$ cat config.mk
export PLATFORM = sky130hd
export DESIGN_NAME = uart_modem_status_baud_fifo_irq
export DESIGN_NICKNAME = d
export VERILOG_FILES = /design/src/core/uart_pkg.sv /design/src/core/baud_if.sv /design/src/core/uart_modem_status_baud_fifo_irq.sv /design/src/core/baud_divider.sv
export VERILOG_INCLUDE_DIRS = /design/src /design/src/core
export SDC_FILE = /design/constraint.sdc
export NUM_CORES = 1
export LEC_CHECK = 0
export ABC_AREA = 1
export BUFFER_PORTS_ARGS = -buffer_cell sky130_fd_sc_hd__buf_2
export CAP_MARGIN = 20
export CORE_ASPECT_RATIO = 2
export CORE_MARGIN = 1
export CORE_UTILIZATION = 50
export DETAILED_ROUTE_END_ITERATION = 12
export PLACE_DENSITY_LB_ADDON = 0.1
export SLEW_MARGIN = 20
export SYNTH_ARGS = -nofsm -noshare
export SYNTH_HDL_FRONTEND = slang
export SYNTH_HIERARCHICAL = 1
export SYNTH_SLANG_ARGS = --single-unit
$ cat constraint.sdc
create_clock -name clk -period 5.6 [get_ports clk]
set_input_delay 0 -clock clk [delete_from_list [all_inputs] [get_ports clk]]
set_output_delay 0 -clock clk [all_outputs]
set_load 0.1 [all_outputs]
$ cat src/core/uart_cfg.svh
// offsets, bit positions, codes and timing constants of the serial port
`ifndef UART_CFG_SVH
`define UART_CFG_SVH
// ----------------------------------------
// register offsets
// ----------------------------------------
`define OFS_DATA 3'h0
`define OFS_IEN 3'h1
`define OFS_IDENT 3'h2
`define OFS_LINECTL 3'h3
`define OFS_MODEMCTL 3'h4
`define OFS_LINESTATE 3'h5
`define OFS_MODEMSTATE 3'h6
`define OFS_SCRATCH 3'h7
// ----------------------------------------
// field positions
// ----------------------------------------
`define LC_DIV_ACCESS 7
`define LC_STOP 2
`define LC_PARITY 3
`define MC_DTR 0
`define MC_RTS 1
`define MC_USER_OUTPUT_ONE 2
`define MC_IRQ_GATE_OUTPUT 3
`define MC_LOOP 4
`define FC_ENABLE 0
`define FC_RX_RESET 1
`define FC_TX_RESET 2
`define IE_RDA 0
`define IE_THR 1
`define IE_LINE 2
`define IE_MODEM 3
// ----------------------------------------
// identification codes
// ----------------------------------------
`define ID_NONE 4'h1
`define ID_LINE 4'h6
`define ID_RDA 4'h4
`define ID_TMO 4'hc
`define ID_THR 4'h2
`define ID_MODEM 4'h0
// ----------------------------------------
// trigger levels and timing
// ----------------------------------------
`define TRIG_0 5'h01
`define TRIG_1 5'h04
`define TRIG_2 5'h08
`define TRIG_3 5'h0e
`define CHAR_BASE_BITS 4'h6
`define TICKS_PER_BIT 8'h10
`define TMO_CHARS 10'h004
`define CLK_HZ 64'h0bebc200
`define REF_SLOW_HZ 64'h001c2bb8
`define REF_STD_HZ 64'h001c2000
`define REF_DOUBLE_HZ 64'h00384000
`define REF_QUAD_HZ 64'h00708000
`define ACC_SHIFT 32
`endif

$ cat src/core/uart_pkg.sv
// types shared by the serial port modules
`default_nettype none
package uart_pkg;
   typedef logic [7:0] byte_t;
   typedef struct packed {
      logic [2:0] err;
      byte_t data;
   } rx_entry_t;
   typedef enum logic [1:0] {REF_SLOW, REF_STD, REF_DOUBLE, REF_QUAD} ref_sel_t;
endpackage
`default_nettype wire

$ cat src/core/baud_if.sv
// carrier between register file and baud divider
`default_nettype none
interface baud_if;
   logic [15:0] divisor;
   logic reload;
   uart_pkg::ref_sel_t refSel;
   logic baudTick;
   modport ctrl (output divisor, output reload, output refSel, input baudTick);
   modport gen (input divisor, input reload, input refSel, output baudTick);
endinterface
`default_nettype wire

$ cat src/core/uart_modem_status_baud_fifo_irq.sv
// serial port register file, modem status, fifos and interrupt logic
`include "uart_cfg.svh"
`default_nettype none
module uart_modem_status_baud_fifo_irq #(
   parameter int DEPTH = 16,
   parameter int AW = 4
) (
   input wire logic clk,
   input wire logic sys_rst,
   input wire logic [2:0] regAddr,
   input wire logic regWr,
   input wire logic regRd,
   input wire logic [7:0] regWrData,
   output logic [7:0] regRdData,
   input wire logic clear_to_send_n,
   input wire logic data_set_ready_n,
   input wire logic ring_indicator_n,
   input wire logic carrier_detect_n,
   output logic data_terminal_ready_n,
   output logic request_to_send_n,
   output logic serialIrq,
   input wire logic [1:0] refSelect,
   output logic baudTick,
   output logic [7:0] lineCtl,
   input wire logic rxCharValid,
   input wire logic [7:0] rxCharData,
   input wire logic [2:0] rxCharErr,
   input wire logic txCharReq,
   output logic txCharAvail,
   output logic [7:0] txCharData,
   input wire logic txShiftIdle
);
   localparam logic [AW:0] FULL = (AW+1)'(DEPTH);
   localparam logic [AW:0] ONE = (AW+1)'(1);
   uart_pkg::byte_t lcr_q, ier_q, scr_q, dll_q, dlm_q, fcr_q, rdData_q, txData_q;
   logic [4:0] mcr_q;
   logic divisor_access_bit, fifoEn, fifoFlip, rxClr, txClr, divReload_q;
   logic wrDll, wrDlm, wrThr, wrIer, wrFcr, wrLcr, wrMcr, wrScr;
   logic rdRbr, rdIir, rdLsr, rdMsr;
   logic [7:0] rdView [8];
   // ----------------------------------------
   // address decode
   // ----------------------------------------
   assign divisor_access_bit = lcr_q[`LC_DIV_ACCESS];
   assign wrDll = regWr & (regAddr == `OFS_DATA) & divisor_access_bit;
   assign wrThr = regWr & (regAddr == `OFS_DATA) & ~divisor_access_bit;
   assign wrDlm = regWr & (regAddr == `OFS_IEN) & divisor_access_bit;
   assign wrIer = regWr & (regAddr == `OFS_IEN) & ~divisor_access_bit;
   assign wrFcr = regWr & (regAddr == `OFS_IDENT);
   assign wrLcr = regWr & (regAddr == `OFS_LINECTL);
   assign wrMcr = regWr & (regAddr == `OFS_MODEMCTL);
   assign wrScr = regWr & (regAddr == `OFS_SCRATCH);
   assign rdRbr = regRd & (regAddr == `OFS_DATA) & ~divisor_access_bit;
   assign rdIir = regRd & (regAddr == `OFS_IDENT);
   assign rdLsr = regRd & (regAddr == `OFS_LINESTATE);
   assign rdMsr = regRd & (regAddr == `OFS_MODEMSTATE);
   assign fifoEn = fcr_q[`FC_ENABLE];
   assign fifoFlip = wrFcr & (regWrData[`FC_ENABLE] != fifoEn);
   assign rxClr = fifoFlip | (wrFcr & regWrData[`FC_RX_RESET]);
   assign txClr = fifoFlip | (wrFcr & regWrData[`FC_TX_RESET]);
   // ----------------------------------------
   // control registers
   // ----------------------------------------
   always_ff @(posedge clk) begin
      if (sys_rst) begin
         lcr_q <= 8'h00;
         ier_q <= 8'h00;
         scr_q <= 8'h00;
         dll_q <= 8'h00;
         dlm_q <= 8'h00;
         fcr_q <= 8'h00;
         mcr_q <= 5'h00;
         divReload_q <= 1'b0;
      end else begin
         divReload_q <= wrDll | wrDlm;
         if (wrLcr) lcr_q <= regWrData;
         if (wrIer) ier_q <= {4'h0, regWrData[3:0]};
         if (wrScr) scr_q <= regWrData;
         if (wrDll) dll_q <= regWrData;
         if (wrDlm) dlm_q <= regWrData;
         if (wrFcr) fcr_q <= {regWrData[7:6], 5'h00, regWrData[`FC_ENABLE]};
         if (wrMcr) mcr_q <= regWrData[4:0];
      end
   end
   assign lineCtl = lcr_q;
   // ----------------------------------------
   // baud divider
   // ----------------------------------------
   baud_if baudBus ();
   assign baudBus.divisor = {dlm_q, dll_q};
   assign baudBus.reload = divReload_q;
   assign baudBus.refSel = uart_pkg::ref_sel_t'(refSelect);
   assign baudTick = baudBus.baudTick;
   baud_divider divider (
      .clk(clk),
      .sys_rst(sys_rst),
      .bus(baudBus)
   );
   // ----------------------------------------
   // modem status
   // ----------------------------------------
   logic [3:0] syncA_q, syncB_q, msIn, msPrev_q, delta_q, deltaSet;
   logic loop;
   assign loop = mcr_q[`MC_LOOP];
   always_ff @(posedge clk) begin
      if (sys_rst) begin
         syncA_q <= 4'hf;
         syncB_q <= 4'hf;
         msPrev_q <= 4'h0;
         delta_q <= 4'h0;
      end else begin
         syncA_q <= {carrier_detect_n, ring_indicator_n, data_set_ready_n, clear_to_send_n};
         syncB_q <= syncA_q;
         msPrev_q <= msIn;
         delta_q <= (rdMsr ? 4'h0 : delta_q) | deltaSet;
      end
   end
   assign msIn = loop ? {mcr_q[`MC_IRQ_GATE_OUTPUT], mcr_q[`MC_USER_OUTPUT_ONE], mcr_q[`MC_DTR], mcr_q[`MC_RTS]}
                      : ~syncB_q;
   assign deltaSet[0] = msIn[0] ^ msPrev_q[0];
   assign deltaSet[1] = msIn[1] ^ msPrev_q[1];
   assign deltaSet[2] = msPrev_q[2] & ~msIn[2];
   assign deltaSet[3] = msIn[3] ^ msPrev_q[3];
   assign data_terminal_ready_n = loop | ~mcr_q[`MC_DTR];
   assign request_to_send_n = loop | ~mcr_q[`MC_RTS];
   // ----------------------------------------
   // receive fifo
   // ----------------------------------------
   uart_pkg::rx_entry_t rxMem [DEPTH];
   uart_pkg::rx_entry_t rxHead;
   logic [AW-1:0] rxWr_q, rxRd_q;
   logic [AW:0] rxCnt_q;
   logic rxEmpty, rxFull, rxPush, rxPop, rxOver, rxAnyErr, headNew_q, headNew;
   assign rxEmpty = (rxCnt_q == '0);
   assign rxFull = fifoEn ? (rxCnt_q == FULL) : ~rxEmpty;
   assign rxPush = rxCharValid & ~rxFull;
   assign rxOver = rxCharValid & rxFull;
   assign rxPop = rdRbr & ~rxEmpty;
   assign rxHead = rxMem[rxRd_q];
   assign headNew = rxPop ? ((rxCnt_q > ONE) | rxPush) : (rxPush & rxEmpty);
   always_ff @(posedge clk) begin
      if (rxPush) rxMem[rxWr_q] <= '{err: rxCharErr, data: rxCharData};
   end
   always_ff @(posedge clk) begin
      if (sys_rst | rxClr) begin
         rxWr_q <= '0;
         rxRd_q <= '0;
         rxCnt_q <= '0;
         headNew_q <= 1'b0;
      end else begin
         rxWr_q <= rxWr_q + AW'(rxPush);
         rxRd_q <= rxRd_q + AW'(rxPop);
         rxCnt_q <= rxCnt_q + (AW+1)'(rxPush) - (AW+1)'(rxPop);
         headNew_q <= headNew;
      end
   end
   always_comb begin
      rxAnyErr = 1'b0;
      for (int i = 0; i < DEPTH; i++) begin
         if ((AW+1)'(AW'(i) - rxRd_q) < rxCnt_q) rxAnyErr = rxAnyErr | (|rxMem[i].err);
      end
   end
   // ----------------------------------------
   // line status
   // ----------------------------------------
   logic [3:0] lsrErr_q;
   logic tx_hold_empty, temt;
   logic [7:0] line_state_reg;
   always_ff @(posedge clk) begin
      if (sys_rst) begin
         lsrErr_q <= 4'h0;
      end else begin
         lsrErr_q <= (rdLsr ? 4'h0 : lsrErr_q) | {headNew_q ? rxHead.err : 3'h0, rxOver};
      end
   end
   assign line_state_reg = {fifoEn & rxAnyErr, temt, tx_hold_empty, lsrErr_q, ~rxEmpty};
   // ----------------------------------------
   // receive timeout
   // ----------------------------------------
   logic [3:0] charBits;
   logic [7:0] charTicks;
   logic [9:0] tmoCnt_q, tmoLimit;
   logic tmoAct_q;
   assign charBits = `CHAR_BASE_BITS + {2'h0, lcr_q[1:0]} + {3'h0, lcr_q[`LC_PARITY]}
                     + {3'h0, lcr_q[`LC_STOP]};
   assign charTicks = 8'(charBits * `TICKS_PER_BIT);
   assign tmoLimit = 10'(`TMO_CHARS * {2'h0, charTicks});
   always_ff @(posedge clk) begin
      if (sys_rst | rxClr | rxPush | rxPop) begin
         tmoCnt_q <= 10'h000;
      end else if (baudTick && tmoCnt_q < tmoLimit) begin
         tmoCnt_q <= tmoCnt_q + 10'h001;
      end
   end
   always_ff @(posedge clk) begin
      if (sys_rst | rxClr | rxPop) begin
         tmoAct_q <= 1'b0;
      end else if (fifoEn && !rxEmpty && tmoCnt_q >= tmoLimit) begin
         tmoAct_q <= 1'b1;
      end
   end
   // ----------------------------------------
   // transmit fifo
   // ----------------------------------------
   uart_pkg::byte_t txMem [DEPTH];
   logic [AW-1:0] txWr_q, txRd_q;
   logic [AW:0] txCnt_q;
   logic [7:0] txDly_q;
   logic [3:0] irqId;
   logic txEmpty, txFull, txPush, txPop, txGoEmpty, twoSeen_q, threPrev_q, threRise, thrIrq_q;
   assign txEmpty = (txCnt_q == '0);
   assign txFull = fifoEn ? (txCnt_q == FULL) : ~txEmpty;
   assign txPush = wrThr & ~txFull;
   assign txPop = txCharReq & ~txEmpty;
   assign txGoEmpty = txPop & (txCnt_q == ONE) & ~txPush;
   assign txCharAvail = ~txEmpty;
   assign txCharData = txData_q;
   always_ff @(posedge clk) begin
      if (txPush) txMem[txWr_q] <= regWrData;
   end
   always_ff @(posedge clk) begin
      if (sys_rst | txClr) begin
         txWr_q <= '0;
         txRd_q <= '0;
         txCnt_q <= '0;
      end else begin
         txWr_q <= txWr_q + AW'(txPush);
         txRd_q <= txRd_q + AW'(txPop);
         txCnt_q <= txCnt_q + (AW+1)'(txPush) - (AW+1)'(txPop);
      end
   end
   always_ff @(posedge clk) begin
      if (sys_rst) begin
         txData_q <= 8'h00;
      end else if (txPop) begin
         txData_q <= txMem[txRd_q];
      end
   end
   always_ff @(posedge clk) begin
      if (sys_rst | txClr | txPush) begin
         txDly_q <= 8'h00;
      end else if (txGoEmpty & fifoEn & ~twoSeen_q) begin
         txDly_q <= charTicks - `TICKS_PER_BIT;
      end else if (baudTick && txDly_q != 8'h00) begin
         txDly_q <= txDly_q - 8'h01;
      end
   end
   assign tx_hold_empty = txEmpty & (txDly_q == 8'h00);
   assign temt = tx_hold_empty & txShiftIdle;
   assign threRise = tx_hold_empty & ~threPrev_q;
   always_ff @(posedge clk) begin
      if (sys_rst) begin
         threPrev_q <= 1'b0;
         twoSeen_q <= 1'b0;
         thrIrq_q <= 1'b0;
      end else begin
         threPrev_q <= tx_hold_empty & ~fifoFlip;
         twoSeen_q <= (txCnt_q >= (AW+1)'(2)) | (twoSeen_q & ~threRise);
         thrIrq_q <= threRise | (thrIrq_q & ~(wrThr | (rdIir && irqId == `ID_THR)));
      end
   end
   // ----------------------------------------
   // interrupt identification
   // ----------------------------------------
   logic [4:0] trig;
   logic lineIrq, rdaIrq, tmoIrq, thIrq, msIrq;
   assign trig = (fcr_q[7:6] == 2'h0) ? `TRIG_0 : (fcr_q[7:6] == 2'h1) ? `TRIG_1 :
                 (fcr_q[7:6] == 2'h2) ? `TRIG_2 : `TRIG_3;
   assign lineIrq = ier_q[`IE_LINE] & (|lsrErr_q);
   assign rdaIrq = ier_q[`IE_RDA] & (fifoEn ? (rxCnt_q >= trig) : ~rxEmpty);
   assign tmoIrq = ier_q[`IE_RDA] & tmoAct_q;
   assign thIrq = ier_q[`IE_THR] & thrIrq_q;
   assign msIrq = ier_q[`IE_MODEM] & (|delta_q);
   assign irqId = lineIrq ? `ID_LINE : rdaIrq ? `ID_RDA : tmoIrq ? `ID_TMO :
                  thIrq ? `ID_THR : msIrq ? `ID_MODEM : `ID_NONE;
   assign serialIrq = (irqId != `ID_NONE) & mcr_q[`MC_IRQ_GATE_OUTPUT];
   // ----------------------------------------
   // read path
   // ----------------------------------------
   assign rdView[0] = divisor_access_bit ? dll_q : rxHead.data;
   assign rdView[1] = divisor_access_bit ? dlm_q : ier_q;
   assign rdView[2] = {fifoEn, fifoEn, 2'h0, irqId};
   assign rdView[3] = lcr_q;
   assign rdView[4] = {3'h0, mcr_q};
   assign rdView[5] = line_state_reg;
   assign rdView[6] = {msIn, delta_q};
   assign rdView[7] = scr_q;
   always_ff @(posedge clk) begin
      if (sys_rst) begin
         rdData_q <= 8'h00;
      end else if (regRd) begin
         rdData_q <= rdView[regAddr];
      end
   end
   assign regRdData = rdData_q;
endmodule
`default_nettype wire

$ cat src/core/baud_divider.sv
// reference clock synthesis and programmable 16x baud divider
`include "uart_cfg.svh"
`default_nettype none
module baud_divider (
   input wire logic clk,
   input wire logic sys_rst,
   baud_if.gen bus
);
   localparam logic [31:0] INC_SLOW = 32'((`REF_SLOW_HZ << `ACC_SHIFT) / `CLK_HZ);
   localparam logic [31:0] INC_STD = 32'((`REF_STD_HZ << `ACC_SHIFT) / `CLK_HZ);
   localparam logic [31:0] INC_DOUBLE = 32'((`REF_DOUBLE_HZ << `ACC_SHIFT) / `CLK_HZ);
   localparam logic [31:0] INC_QUAD = 32'((`REF_QUAD_HZ << `ACC_SHIFT) / `CLK_HZ);
   logic [31:0] acc_q, accNext, inc;
   logic [15:0] cnt_q, cnt_d, div;
   logic tog_q, level, levelPrev_q, tick_q, refRise;
   // ----------------------------------------
   // reference clock
   // ----------------------------------------
   assign inc = (bus.refSel == uart_pkg::REF_SLOW) ? INC_SLOW :
                (bus.refSel == uart_pkg::REF_STD) ? INC_STD :
                (bus.refSel == uart_pkg::REF_DOUBLE) ? INC_DOUBLE : INC_QUAD;
   assign accNext = acc_q + inc;
   assign refRise = ~acc_q[31] & accNext[31];
   // ----------------------------------------
   // divider
   // ----------------------------------------
   assign div = bus.divisor;
   assign cnt_d = (div == 16'h0000) ? ((cnt_q == 16'h0002) ? 16'h0000 : cnt_q + 16'h0001) :
                  (cnt_q == 16'h0000) ? div - 16'h0001 : cnt_q - 16'h0001;
   assign level = (div == 16'h0000) ? (cnt_q != 16'h0000) :
                  (div == 16'h0001) ? ~acc_q[31] :
                  (div == 16'h0002) ? tog_q : (cnt_q < div - 16'h0002);
   always_ff @(posedge clk) begin
      if (sys_rst) begin
         acc_q <= 32'h00000000;
      end else begin
         acc_q <= accNext;
      end
   end
   always_ff @(posedge clk) begin
      if (sys_rst | bus.reload) begin
         cnt_q <= (bus.reload && div > 16'h0002) ? div - 16'h0001 : 16'h0000;
         tog_q <= 1'b0;
      end else if (refRise) begin
         cnt_q <= cnt_d;
         tog_q <= ~tog_q;
      end
   end
   always_ff @(posedge clk) begin
      if (sys_rst) begin
         levelPrev_q <= 1'b0;
         tick_q <= 1'b0;
      end else begin
         levelPrev_q <= level;
         tick_q <= level & ~levelPrev_q;
      end
   end
   assign bus.baudTick = tick_q;
endmodule
`default_nettype wire

### Word level (Yosys, flattened, before mapping)

Memory sizes are Yosys's and may differ from the RTL's. A register that Yosys moved wholly into a read port is not among the register bits.
Index checks and enable logic that the tools add are counted.

| cells by class | value |
|---|---|
| mux-type cells | 56 |
| add/subtract/negate cells | 35 |
| equality and inequality tests | 20 |
| bitwise operators | 99 |
| order comparisons | 24 |
| reduce and logical (&&, ||, !) cells | 37 |

Operators with widths:

| cell | number |
|---|---|
| 16-bit 2-to-1 mux | 6 |
| 5-bit < comparator | 16 |
| 32-bit 2-to-1 mux | 2 |
| 8-bit 2-to-1 mux | 6 |
| 3-bit OR reduction | 16 |
| 1-bit AND | 44 |
| 4-bit by 4-bit subtractor with 5-bit output, first input constant | 8 |
| 4-bit 2-to-1 mux | 9 |
| 32-bit adder | 1 |
| 16-bit by 2-bit == test with 1-bit output, second input constant | 2 |
| 16-bit zero test | 2 |
| 16-bit by 1-bit subtractor with 16-bit output, second input constant | 2 |
| 1-bit OR | 31 |
| 1-bit 2-to-1 mux | 28 |
| 28-bit 2-to-1 mux | 1 |
| 4-bit by 1-bit adder with 4-bit output | 6 |
| 8-bit binary-select mux with 3-bit select | 1 |
| 3-bit by 4-bit subtractor with 5-bit output, first input constant | 4 |
| 1-bit inverter | 17 |
| 16-bit by 1-bit adder with 16-bit output, second input constant | 1 |
| 16-bit by 1-bit == test with 1-bit output, second input constant | 1 |
| 16-bit by 2-bit > comparator with 1-bit output, second input constant | 1 |
| 16-bit < comparator | 1 |
| 16-bit nonzero test | 1 |
| 40 further kinds | 64 |

| storage, ports and cells | value |
|---|---|
| word-level logic and storage cells | 305 |
| output and inout port bits | 29 |
| bits of input ports | 35 |
| register bits after elaboration | 173 |
| bits in writable memories | 304 |
| memories | 2 |

Memories:

| memory | words | bits a word | rd ports | clocked after Yosys merged registers in | wr ports | RTL line | source |
|---|---|---|---|---|---|---|---|
| rxMem | 16 | 11 | 17 | 1 | 1 | uart_modem_status_baud_fifo_irq.sv:129 | `uart_pkg::rx_entry_t rxMem [DEPTH];` |
| txMem | 16 | 8 | 1 | 1 | 1 | uart_modem_status_baud_fifo_irq.sv:205 | `uart_pkg::byte_t txMem [DEPTH];` |

### Depth between registers and ports, before layout

Gate-level depths: netlist of the first run.

| logic depth | value |
|---|---|
| depth after elaboration | 37 |
| mapped depth | 22 |
| depth with buffers taken out | 20 |

### By module

The synthesis of the first run kept the hierarchy.

Modules (own cells, without submodules):

| module | instances | sequential area each (sq um) | area each (sq um) | cells each |
|---|---|---|---|---|
| uart_modem_status_baud_fifo_irq | 1 | 11731.3 | 19996.7 | 1975 |
| baud_divider | 1 | 1181.1 | 5326.4 | 827 |

### Worst setup path before layout of the first run

OpenSTA, ideal clock, no wires.

| timing path | value |
|---|---|
| path type | reg-to-reg |
| start point | register txCnt_q[2] |
| end point | register txCnt_q[4] |
| period minus slack after synthesis | 3.493 ns |
| path slack | 2.107 ns |
| data arrival time | 3.373 ns |
| path buffers | 1 |
| cell stages (with the launch flop) | 20 |
| setup time | 0.120 ns |
| required time | 5.480 ns |
| cells stage by stage | dfxtp_1 > inv_1 > ha_1 > inv_1 > nor2_1 > nand2_1 > inv_2 > nand2_1 > nand2_1 > inv_2 > clkbuf_1 > ha_1 > inv_1 > ha_1 > inv_1 > fa_1 > o21ai_0 > a21oi_1 > o21ai_0 > a21oi_1 |

| on the way | value |
|---|---|
| elaborated cells between the ends (all ways) | 9 |
| classes of those cells | add/sub: 2; eq/ne: 1; mux: 1; bitwise: 4; reduce/logical: 1 |

RTL lines:

| element | RTL line | source |
|---|---|---|
| start, declared | uart_modem_status_baud_fifo_irq.sv:207 | `logic [AW:0] txCnt_q;` |
| start signal, assigned | uart_modem_status_baud_fifo_irq.sv:229 | `txCnt_q <= txCnt_q + (AW+1)'(txPush) - (AW+1)'(txPop);` |
| 5-bit zero test | uart_modem_status_baud_fifo_irq.sv:211 | `assign txEmpty = (txCnt_q == '0);` |
| 1-bit inverter | n/a |  |
| named net txCharAvail | uart_modem_status_baud_fifo_irq.sv:29 | `output logic txCharAvail,` |
| 1-bit AND | uart_modem_status_baud_fifo_irq.sv:214 | `assign txPop = txCharReq & ~txEmpty;` |
| named net txPop | uart_modem_status_baud_fifo_irq.sv:210 | `logic txEmpty, txFull, txPush, txPop, txGoEmpty, twoSeen_q, threPrev_q, threRise, thrIrq_q;` |
| 5-bit by 1-bit subtractor with 5-bit output | uart_modem_status_baud_fifo_irq.sv:229 |  |

The timed path passes the listed nets, and every way through them passes these cells.
A chain may end at the register's enable or synchronous reset.

==> impl_metrics.xml, run 1 <==
<?xml version="1.0" encoding="UTF-8"?>
<metrics>
  <group name="detailed_routing">
    <metric name="first_pass_iters" unit="">6</metric>
    <metric name="drt.antenna.violating_nets" unit="">0</metric>
    <metric name="vias_per_cell" unit="">5.71</metric>
    <metric name="routed_wl" unit="mm">77.9</metric>
    <metric name="drtIter0Drc" unit="">1455</metric>
    <metric name="drc" unit="">0</metric>
    <metric name="detailroute.via_count" unit="">20300</metric>
    <metric name="wl_per_cell" unit="microns">21.9</metric>
  </group>
  <group name="worst_setup_path">
    <metric name="cpPeakStageDelay" unit="ns">0.57</metric>
    <metric name="timing_worst_setup_path_type" unit="">flop to flop</metric>
    <metric name="crit_arrival" unit="ns">4.36</metric>
    <metric name="r2r.worst_path.cells" unit="">12</metric>
    <metric name="timing.critical_path.from_type" unit="">flop</metric>
    <metric name="worst_r2r_startpoint" unit="">rxRd_q[0]</metric>
    <metric name="crit-reg2reg-capture" unit="">regRdData[6]</metric>
    <metric name="crit_required" unit="ns">6.14</metric>
    <metric name="critical_path.endpoint_type" unit="">flop</metric>
    <metric name="regToRegSetupSlack" unit="ns">1.78</metric>
    <metric name="worst-path-max-fanout" unit="">46</metric>
    <metric name="crit_path_top_delay_cell" unit="">sky130_fd_sc_hd__dlygate4sd3_1</metric>
    <metric name="cells_along_the_critical_path" unit="">inv_2 &gt; buf_4 &gt; o21ai_0 &gt; o221ai_1 &gt; nand3_1 &gt; nand3_1 &gt; nand2_1 &gt; o21ai_1 &gt; nand2_1 &gt; dlygate4sd3_1 &gt; a21oi_1 &gt; dlygate4sd3_1</metric>
    <metric name="setup.worst_path.start" unit="">rxRd_q[0]</metric>
  </group>
  <group name="yosys">
    <metric name="postSynth.topFlopCell" unit="">sky130_fd_sc_hd__edfxtp_1</metric>
    <metric name="yosysTopAreaCellShare" unit="">0.379</metric>
    <metric name="synth.ff_latch_count" unit="">485</metric>
    <metric name="yosys_warnings" unit="">6</metric>
    <metric name="largest_area_contributor_in_the_netlist" unit="">sky130_fd_sc_hd__edfxtp_1</metric>
    <metric name="postSynth.asyncResetShare" unit="">0</metric>
    <metric name="synth_enable_flop_cells" unit="">320</metric>
    <metric name="synthDistinctLibCells" unit="">63</metric>
    <metric name="synth_common_cells" unit="">sky130_fd_sc_hd__nand2_1, sky130_fd_sc_hd__nor2_1, sky130_fd_sc_hd__edfxtp_1, sky130_fd_sc_hd__inv_1, sky130_fd_sc_hd__o21ai_0</metric>
    <metric name="ys_seq_area_frac" unit="">0.510</metric>
    <metric name="synthesis.area" unit="sq um">25300</metric>
    <metric name="postSynthCellCount" unit="">2802</metric>
    <metric name="yosysMostFrequentCell" unit="">sky130_fd_sc_hd__nand2_1</metric>
    <metric name="syn_area_per_cell" unit="sq um">9.04</metric>
    <metric name="post_synth_main_area_contributors" unit="">sky130_fd_sc_hd__edfxtp_1, sky130_fd_sc_hd__dfxtp_1, sky130_fd_sc_hd__ha_1</metric>
    <metric name="synth_fp_nets" unit="">2987</metric>
  </group>
  <group name="power">
    <metric name="share_clk_of_total_power" unit="">0.285</metric>
    <metric name="power.total" unit="mW">10.6</metric>
    <metric name="power.ir.vdd_worst" unit="mV">0.274</metric>
    <metric name="sequential_power_share" unit="">0.405</metric>
    <metric name="power_density" unit="nW/um^2">382</metric>
    <metric name="total_leakage_power" unit="nW">11.1</metric>
    <metric name="power.switching" unit="mW">3.94</metric>
    <metric name="share_comb_of_total_power" unit="">0.310</metric>
    <metric name="internal_power" unit="mW">6.69</metric>
    <metric name="switching_share" unit="">0.370</metric>
  </group>
  <group name="finish">
    <metric name="fillCellCount" unit="">4537</metric>
    <metric name="final_net_count" unit="">3048</metric>
    <metric name="area_growth" unit="%">9.98</metric>
    <metric name="multi_input_comb_area" unit="sq um">10800</metric>
    <metric name="layout-drive-gt1-share" unit="">0.0859</metric>
    <metric name="storage_element_area" unit="sq um">12900</metric>
  </group>
  <group name="clocking">
    <metric name="post_cts_resized" unit="">0</metric>
    <metric name="cts_hold_buffers" unit="">34</metric>
    <metric name="clkLatencyLatePin" unit="ns">0.59</metric>
    <metric name="number_of_h_tree_levels" unit="">2</metric>
    <metric name="post_cts.repair.setup_buffers" unit="">0</metric>
    <metric name="count_of_clock_tree_sinks" unit="">485</metric>
    <metric name="clk_transition_reported_paths" unit="ns">0.07</metric>
    <metric name="cts_buffers" unit="">44</metric>
    <metric name="cts_tree" unit="">done</metric>
    <metric name="cts.root.buffer_cell" unit="">sky130_fd_sc_hd__clkbuf_16</metric>
    <metric name="clock_path_buffers" unit="">3</metric>
  </group>
  <group name="timing">
    <metric name="total_count_of_max_transition_violations_in_the_final_report" unit="">0</metric>
    <metric name="worst_tran_pin_value" unit="ns">1.12</metric>
    <metric name="final-setup-viol-count" unit="">0</metric>
    <metric name="finalHoldViolations" unit="">0</metric>
    <metric name="post-route-period-util" unit="">0.683</metric>
    <metric name="fin_setup_tns" unit="ns">0</metric>
    <metric name="relSlewSlack" unit="">0.253</metric>
    <metric name="grt_setup_unrepaired" unit="">no</metric>
    <metric name="skew" unit="ns">0.0113</metric>
    <metric name="max_clock_freq" unit="MHz">262</metric>
    <metric name="min_period" unit="ns">3.82</metric>
  </group>
  <group name="floorplan">
    <metric name="fp.dieW" unit="microns">161</metric>
    <metric name="floorplan_die_area" unit="sq um">51600</metric>
    <metric name="core" unit="sq um">50100</metric>
    <metric name="ioPinCount" unit="">64</metric>
    <metric name="initial_core_util" unit="">0.506</metric>
    <metric name="placementRows" unit="">116</metric>
    <metric name="die_height" unit="microns">320</metric>
  </group>
  <group name="grt">
    <metric name="globalRouteTotalUtil" unit="">0.302</metric>
    <metric name="globalRoute.totalOverflow" unit="">0</metric>
    <metric name="grt_antenna_before_repair" unit="">1</metric>
    <metric name="first_global_vias" unit="">20000</metric>
    <metric name="grt_max_degree" unit="">97</metric>
    <metric name="grt_first_pass_wirelength" unit="mm">116</metric>
  </group>
  <group name="placed_design">
    <metric name="io_buffer_count" unit="">63</metric>
    <metric name="gpl_wtd_cong" unit="">0.985</metric>
    <metric name="place.detailed.hpwl" unit="mm">58.2</metric>
  </group>
  <group name="worst_hold_path">
    <metric name="hold_path_startpoint" unit="">sys_rst</metric>
    <metric name="min_delay_path_depth" unit="">2</metric>
    <metric name="terminating_pin_of_the_worst_hold_path" unit="">divider/acc_q[0]</metric>
    <metric name="holdCritPathClass" unit="">input port to flop</metric>
  </group>
  <group name="status">
    <metric name="run_status" unit="">completed</metric>
  </group>
  <group name="job">
    <metric name="drv_cap" unit="">0</metric>
  </group>
</metrics>
-- through the flow --
| stage | std cells | area, sq um | util | setup WS, ns | hold WS, ns |
|---|---|---|---|---|---|
| after floorplan | 2802 | 25300 | - | 2.11 | 0.0712 |
| after global placement | 3432 | 26100 | 0.521 | 2.05 | 0.225 |
| after detailed placement | 3432 | 26100 | 0.521 | 2.03 | 0.220 |
| after CTS | 3548 | 27800 | 0.556 | 1.80 | 0.0161 |
| after global routing | 3548 | 27800 | 0.556 | 1.60 | 0.0673 |
| final | 3549 | 27800 | 0.556 | 1.78 | 0.0111 |
-- state kept, by name (all words and copies together), names as in the netlist, 10 cells and up --
signal	flops
rxMem	176
txMem	128
divider/acc_q	32
tmoCnt_q	10
divider/cnt_q	16
-- cell usage in the layout, fill, tap and decap left out, drive strengths merged, types with 20 or more instances in the layout --
master         n
inv          304
o21ai        279
nand2        428
nor3          30
mux2i         24
edfxtp       320
clkbuf        53
xor2          39
ha           145
dlygate4sd3   34
nand3        136
buf           77
nor2         409
o211ai        32
a21oi        200
nand4         20
o221ai        36
dfxtp        165
-- cells by family after synthesis --
| group | after synthesis | synth area share |
|---|---|---|
| adder cells (fa/ha/maj) | 150 | 0.0756 |
| XOR/XNOR | 56 | 0.0194 |
| AND/OR/NAND/NOR | 1058 | 0.180 |
| AO/OA/AOI/OAI | 631 | 0.142 |
| buffers and inverters | 398 | 0.0636 |
| multiplexers | 24 | 0.00949 |
| flip-flops | 485 | 0.510 |
-- final cells by class --
class	count	area share
Timing Repair Buffer	111	0.0273
Sequential cell	485	0.464
Inverter	302	0.0410
Tap cell	649	0.0292
Multi-Input combinational cell	1919	0.388
Antenna cell	1	0.0000899
Clock inverter	29	0.00926
Clock buffer	53	0.0415
-- layer usage --
metal	vias up	GRT usage	share of wire
met5	-	0	0.00017
li1	9758	-	-
met1	9600	0.287	0.33
met3	264	0.0287	0.039
met2	641	0.585	0.55
met4	2	0.228	0.084
-- worst max-delay path, delay by kind of cell, from the launching register on --
kind,cells,cell delay (ns)
buffers and inverters,4,2.18
AOI/OAI and AO/OA,4,0.70
and+or+nand+nor,4,0.55
DFF,1,0.32
-- power by group through the flow --
| stage | Clock [mW] | Sequential, mW | Combinational (mW) |
|---|---|---|---|
| after floorplan | 0 | 4.45 | 2.22 |
| after global placement | 0 | 4.37 | 3.19 |
| after detailed placement | 0 | 4.38 | 3.24 |
| after CTS | 3.07 | 4.30 | 3.29 |
| after global routing | 3.19 | 4.34 | 3.67 |
| final | 3.03 | 4.31 | 3.30 |
-- worst max path at each step --
stage          cells after the start            to
2_1_floorplan                     19    txCnt_q[4]
3_3_place_gp                      16    rxCnt_q[4]
3_5_place_dp                      16    rxCnt_q[4]
4_1_cts                           12  regRdData[6]
5_1_grt                           12  regRdData[6]
6_report                          12  regRdData[6]
Note: power is estimated with default switching activity, not from simulation.
==> run 2: changes to the inputs <==
Clock period 5.6 ns to 3.1 ns, I/O delays scaled along.
==> impl_metrics.xml, run 2 (synthesis gave the netlist of run 1 again) <==
<?xml version="1.0" encoding="UTF-8"?>
<metrics>
  <group name="status">
    <metric name="run_status" unit="">finished with violations</metric>
    <metric name="failed_checks" unit="">negative hold slack</metric>
  </group>
  <group name="detailed_routing">
    <metric name="met2_length" unit="mm">40.3</metric>
    <metric name="drc" unit="">0</metric>
    <metric name="m1WireLength" unit="mm">25.3</metric>
    <metric name="dr_wl_met3" unit="mm">2.95</metric>
    <metric name="wl_per_cell" unit="microns">20.4</metric>
    <metric name="first_pass_iters" unit="">5</metric>
    <metric name="vias_per_cell" unit="">5.67</metric>
    <metric name="top_signal_layer_used" unit="">met5</metric>
    <metric name="routed_wl" unit="mm">73.9</metric>
    <metric name="drtIter0Drc" unit="">1334</metric>
    <metric name="detailroute.via_count" unit="">20500</metric>
    <metric name="drt.antenna.violating_nets" unit="">0</metric>
  </group>
  <group name="floorplan">
    <metric name="fp.dieW" unit="microns">161</metric>
    <metric name="initial_core_util" unit="">0.506</metric>
    <metric name="placementRows" unit="">116</metric>
    <metric name="core" unit="sq um">50100</metric>
    <metric name="floorplan_die_area" unit="sq um">51600</metric>
    <metric name="die_height" unit="microns">320</metric>
    <metric name="ioPinCount" unit="">64</metric>
  </group>
  <group name="finish">
    <metric name="biggestRegsByFlops" unit="">rxMem: 176 flops, txMem: 128 flops, divider/acc_q: 32 flops</metric>
    <metric name="layout.cells.most_common" unit="">sky130_fd_sc_hd__nand2_1</metric>
    <metric name="multi_input_comb_area" unit="sq um">10800</metric>
    <metric name="fin_cells" unit="">3615</metric>
    <metric name="largest_register_ffs" unit="">176</metric>
    <metric name="final_area" unit="sq um">28500</metric>
    <metric name="layout-drive-gt1-share" unit="">0.108</metric>
    <metric name="area_growth" unit="%">12.5</metric>
    <metric name="layout.cells.most_common_list" unit="">sky130_fd_sc_hd__nand2_1, sky130_fd_sc_hd__nor2_1, sky130_fd_sc_hd__edfxtp_1</metric>
    <metric name="final_net_count" unit="">3117</metric>
    <metric name="antennaDiodeCount" unit="">0</metric>
    <metric name="largest-register" unit="">rxMem</metric>
    <metric name="fillCellCount" unit="">4517</metric>
    <metric name="storage_element_area" unit="sq um">12900</metric>
  </group>
  <group name="worst_setup_path">
    <metric name="path_delay_family" unit="">simple AND/OR/NAND/NOR gates</metric>
    <metric name="cells_along_the_critical_path" unit="">dlygate4sd3_1 &gt; buf_2 &gt; inv_1 &gt; ha_1 &gt; nor2_1 &gt; inv_1 &gt; ha_1 &gt; a21oi_1 &gt; o21ai_0 &gt; nand2_1 &gt; nand3_1 &gt; nand2_1 &gt; nand2_1 &gt; nand2_1 &gt; nand2_1 &gt; nand3_1 &gt; nand2_1 &gt; ha_1 &gt; or2_4</metric>
    <metric name="worst-path-max-fanout" unit="">16</metric>
    <metric name="timing_worst_setup_path_type" unit="">input port to flop</metric>
    <metric name="cpPeakStageDelay" unit="ns">0.52</metric>
    <metric name="critical_path.most_common_cell" unit="">sky130_fd_sc_hd__nand2_1</metric>
    <metric name="crit_path_top_delay_cell" unit="">sky130_fd_sc_hd__dlygate4sd3_1</metric>
    <metric name="critical_path.endpoint_type" unit="">flop</metric>
    <metric name="crit_arrival" unit="ns">3.14</metric>
    <metric name="timing.critical_path.from_type" unit="">input port</metric>
    <metric name="worstPathBufferInverterCount" unit="">4</metric>
    <metric name="crit_required" unit="ns">3.41</metric>
  </group>
  <group name="power">
    <metric name="share_comb_of_total_power" unit="">0.311</metric>
    <metric name="switching_share" unit="">0.357</metric>
    <metric name="power.ir.vdd_worst" unit="mV">0.577</metric>
    <metric name="sequential_power_share" unit="">0.394</metric>
    <metric name="share_clk_of_total_power" unit="">0.295</metric>
    <metric name="power.switching" unit="mW">7.01</metric>
    <metric name="power_density" unit="nW/um^2">689</metric>
    <metric name="total_leakage_power" unit="nW">11.6</metric>
    <metric name="internal_power" unit="mW">12.6</metric>
  </group>
  <group name="clocking">
    <metric name="number_of_h_tree_levels" unit="">2</metric>
    <metric name="post_cts.repair.setup_buffers" unit="">0</metric>
    <metric name="clock_path_buffers" unit="">3</metric>
    <metric name="cts.root.buffer_cell" unit="">sky130_fd_sc_hd__clkbuf_16</metric>
    <metric name="clk_transition_reported_paths" unit="ns">0.07</metric>
    <metric name="count_of_clock_tree_sinks" unit="">485</metric>
    <metric name="cts_tree" unit="">done</metric>
    <metric name="clkLatencyLatePin" unit="ns">0.59</metric>
    <metric name="cts_buffers" unit="">44</metric>
  </group>
  <group name="grt">
    <metric name="grt_antenna_before_repair" unit="">2</metric>
    <metric name="globalRoute.totalOverflow" unit="">0</metric>
    <metric name="first_global_vias" unit="">20200</metric>
    <metric name="globalRouteTotalUtil" unit="">0.286</metric>
    <metric name="grt_max_degree" unit="">74</metric>
    <metric name="grt_first_pass_wirelength" unit="mm">112</metric>
  </group>
  <group name="placed_design">
    <metric name="place.detailed.hpwl" unit="mm">54.7</metric>
    <metric name="io_buffer_count" unit="">63</metric>
    <metric name="placed_inst_area" unit="sq um">26600</metric>
    <metric name="gpl_wtd_cong" unit="">0.950</metric>
    <metric name="dpl.cell_count" unit="">3502</metric>
  </group>
  <group name="worst_hold_path">
    <metric name="holdCritPathClass" unit="">input port to flop</metric>
  </group>
  <group name="timing">
    <metric name="max_clock_freq" unit="MHz">353</metric>
    <metric name="worst_tran_pin_value" unit="ns">0.831</metric>
    <metric name="fin_setup_tns" unit="ns">0</metric>
    <metric name="min_period" unit="ns">2.83</metric>
    <metric name="grt_setup_unrepaired" unit="">no</metric>
    <metric name="relSlewSlack" unit="">0.443</metric>
    <metric name="hold_slack" unit="ns">-0.00346</metric>
    <metric name="post-route-period-util" unit="">0.913</metric>
    <metric name="skew" unit="ns">0.0180</metric>
    <metric name="finalHoldViolations" unit="">1</metric>
    <metric name="total_count_of_max_transition_violations_in_the_final_report" unit="">0</metric>
    <metric name="final-setup-viol-count" unit="">0</metric>
  </group>
  <group name="job">
    <metric name="drv_cap" unit="">0</metric>
  </group>
</metrics>
-- run 2: path summary, 6_finish.rpt --
kind                                           from                   end  slack, ns  cells past startpoint
worst max register to register           lineCtl[2]           tmoCnt_q[9]       0.28                     14
worst min-delay path                      txCharReq         txCharData[4]     -0.003                      5
worst max-delay path                   refSelect[0]      divider/cnt_q[9]       0.27                     19
worst min register to register  divider/levelPrev_q  divider/bus.baudTick       0.40                      1
-- run 2: area by class of cell --
class	instances	area share
clock inverter	26	0.0114
clock buffer	54	0.0418
timing repair buffer	180	0.0452
multi-input combinational	1919	0.380
sequential	485	0.453
inverter	302	0.0401
tap	649	0.0285
-- run 2: worst reg2reg max path: stages (launching register included) --
cell                      delay [ns]
sky130_fd_sc_hd__dfxtp_1        0.35
sky130_fd_sc_hd__fa_1           0.44
sky130_fd_sc_hd__inv_1          0.12
sky130_fd_sc_hd__ha_1           0.24
sky130_fd_sc_hd__ha_1           0.29
sky130_fd_sc_hd__inv_1          0.05
sky130_fd_sc_hd__nor2_1         0.04
sky130_fd_sc_hd__o21ai_2        0.13
sky130_fd_sc_hd__nand3_2        0.18
sky130_fd_sc_hd__nor4_2         0.28
sky130_fd_sc_hd__nand2_1        0.16
sky130_fd_sc_hd__nor2_1         0.15
sky130_fd_sc_hd__nand3_1        0.10
sky130_fd_sc_hd__xor2_1         0.14
sky130_fd_sc_hd__nor2_1         0.05
-- run 2: repair_timing --
| item | 4_1_cts | 5_1_grt |
|---|---|---|
| endpoints found under the setup margin | 0 | 18 |
| hold buffers | 33 | 0 |
| gates resized for setup | 0 | 5 |
| hold endpoints to repair | 352 | 0 |
-- run 2: metrics by stage --
stage	power [mW]	hold WS [ns]	setup slack, ns	utilization
final	19.6	-0.00346	0.270	0.569
after global placement	13.7	0.225	0.102	0.532
after global routing	20.6	0.0290	0.00484	0.569
after CTS	19.7	0.00714	0.120	0.569
after detailed placement	13.9	0.222	0.0503	0.532
after floorplan	12.1	0.0712	0.0945	-
-- run 2: routing by layer --
layer | vias up | global-route usage
met5 | - | 0
met4 | 4 | 0.196
met3 | 251 | 0.0301
met2 | 622 | 0.550
met1 | 9708 | 0.281
li1 | 9894 | -
-- run 2: power by group through the flow --
stage                     clock network [mW]  logic, mW  registers (mW)
final                                   5.79       6.11            7.73
after global placement                     0       5.89            7.84
after global routing                    6.10       6.77            7.77
after CTS                               5.90       6.08            7.72
after floorplan                            0       4.02            8.04
after detailed placement                   0       6.02            7.86
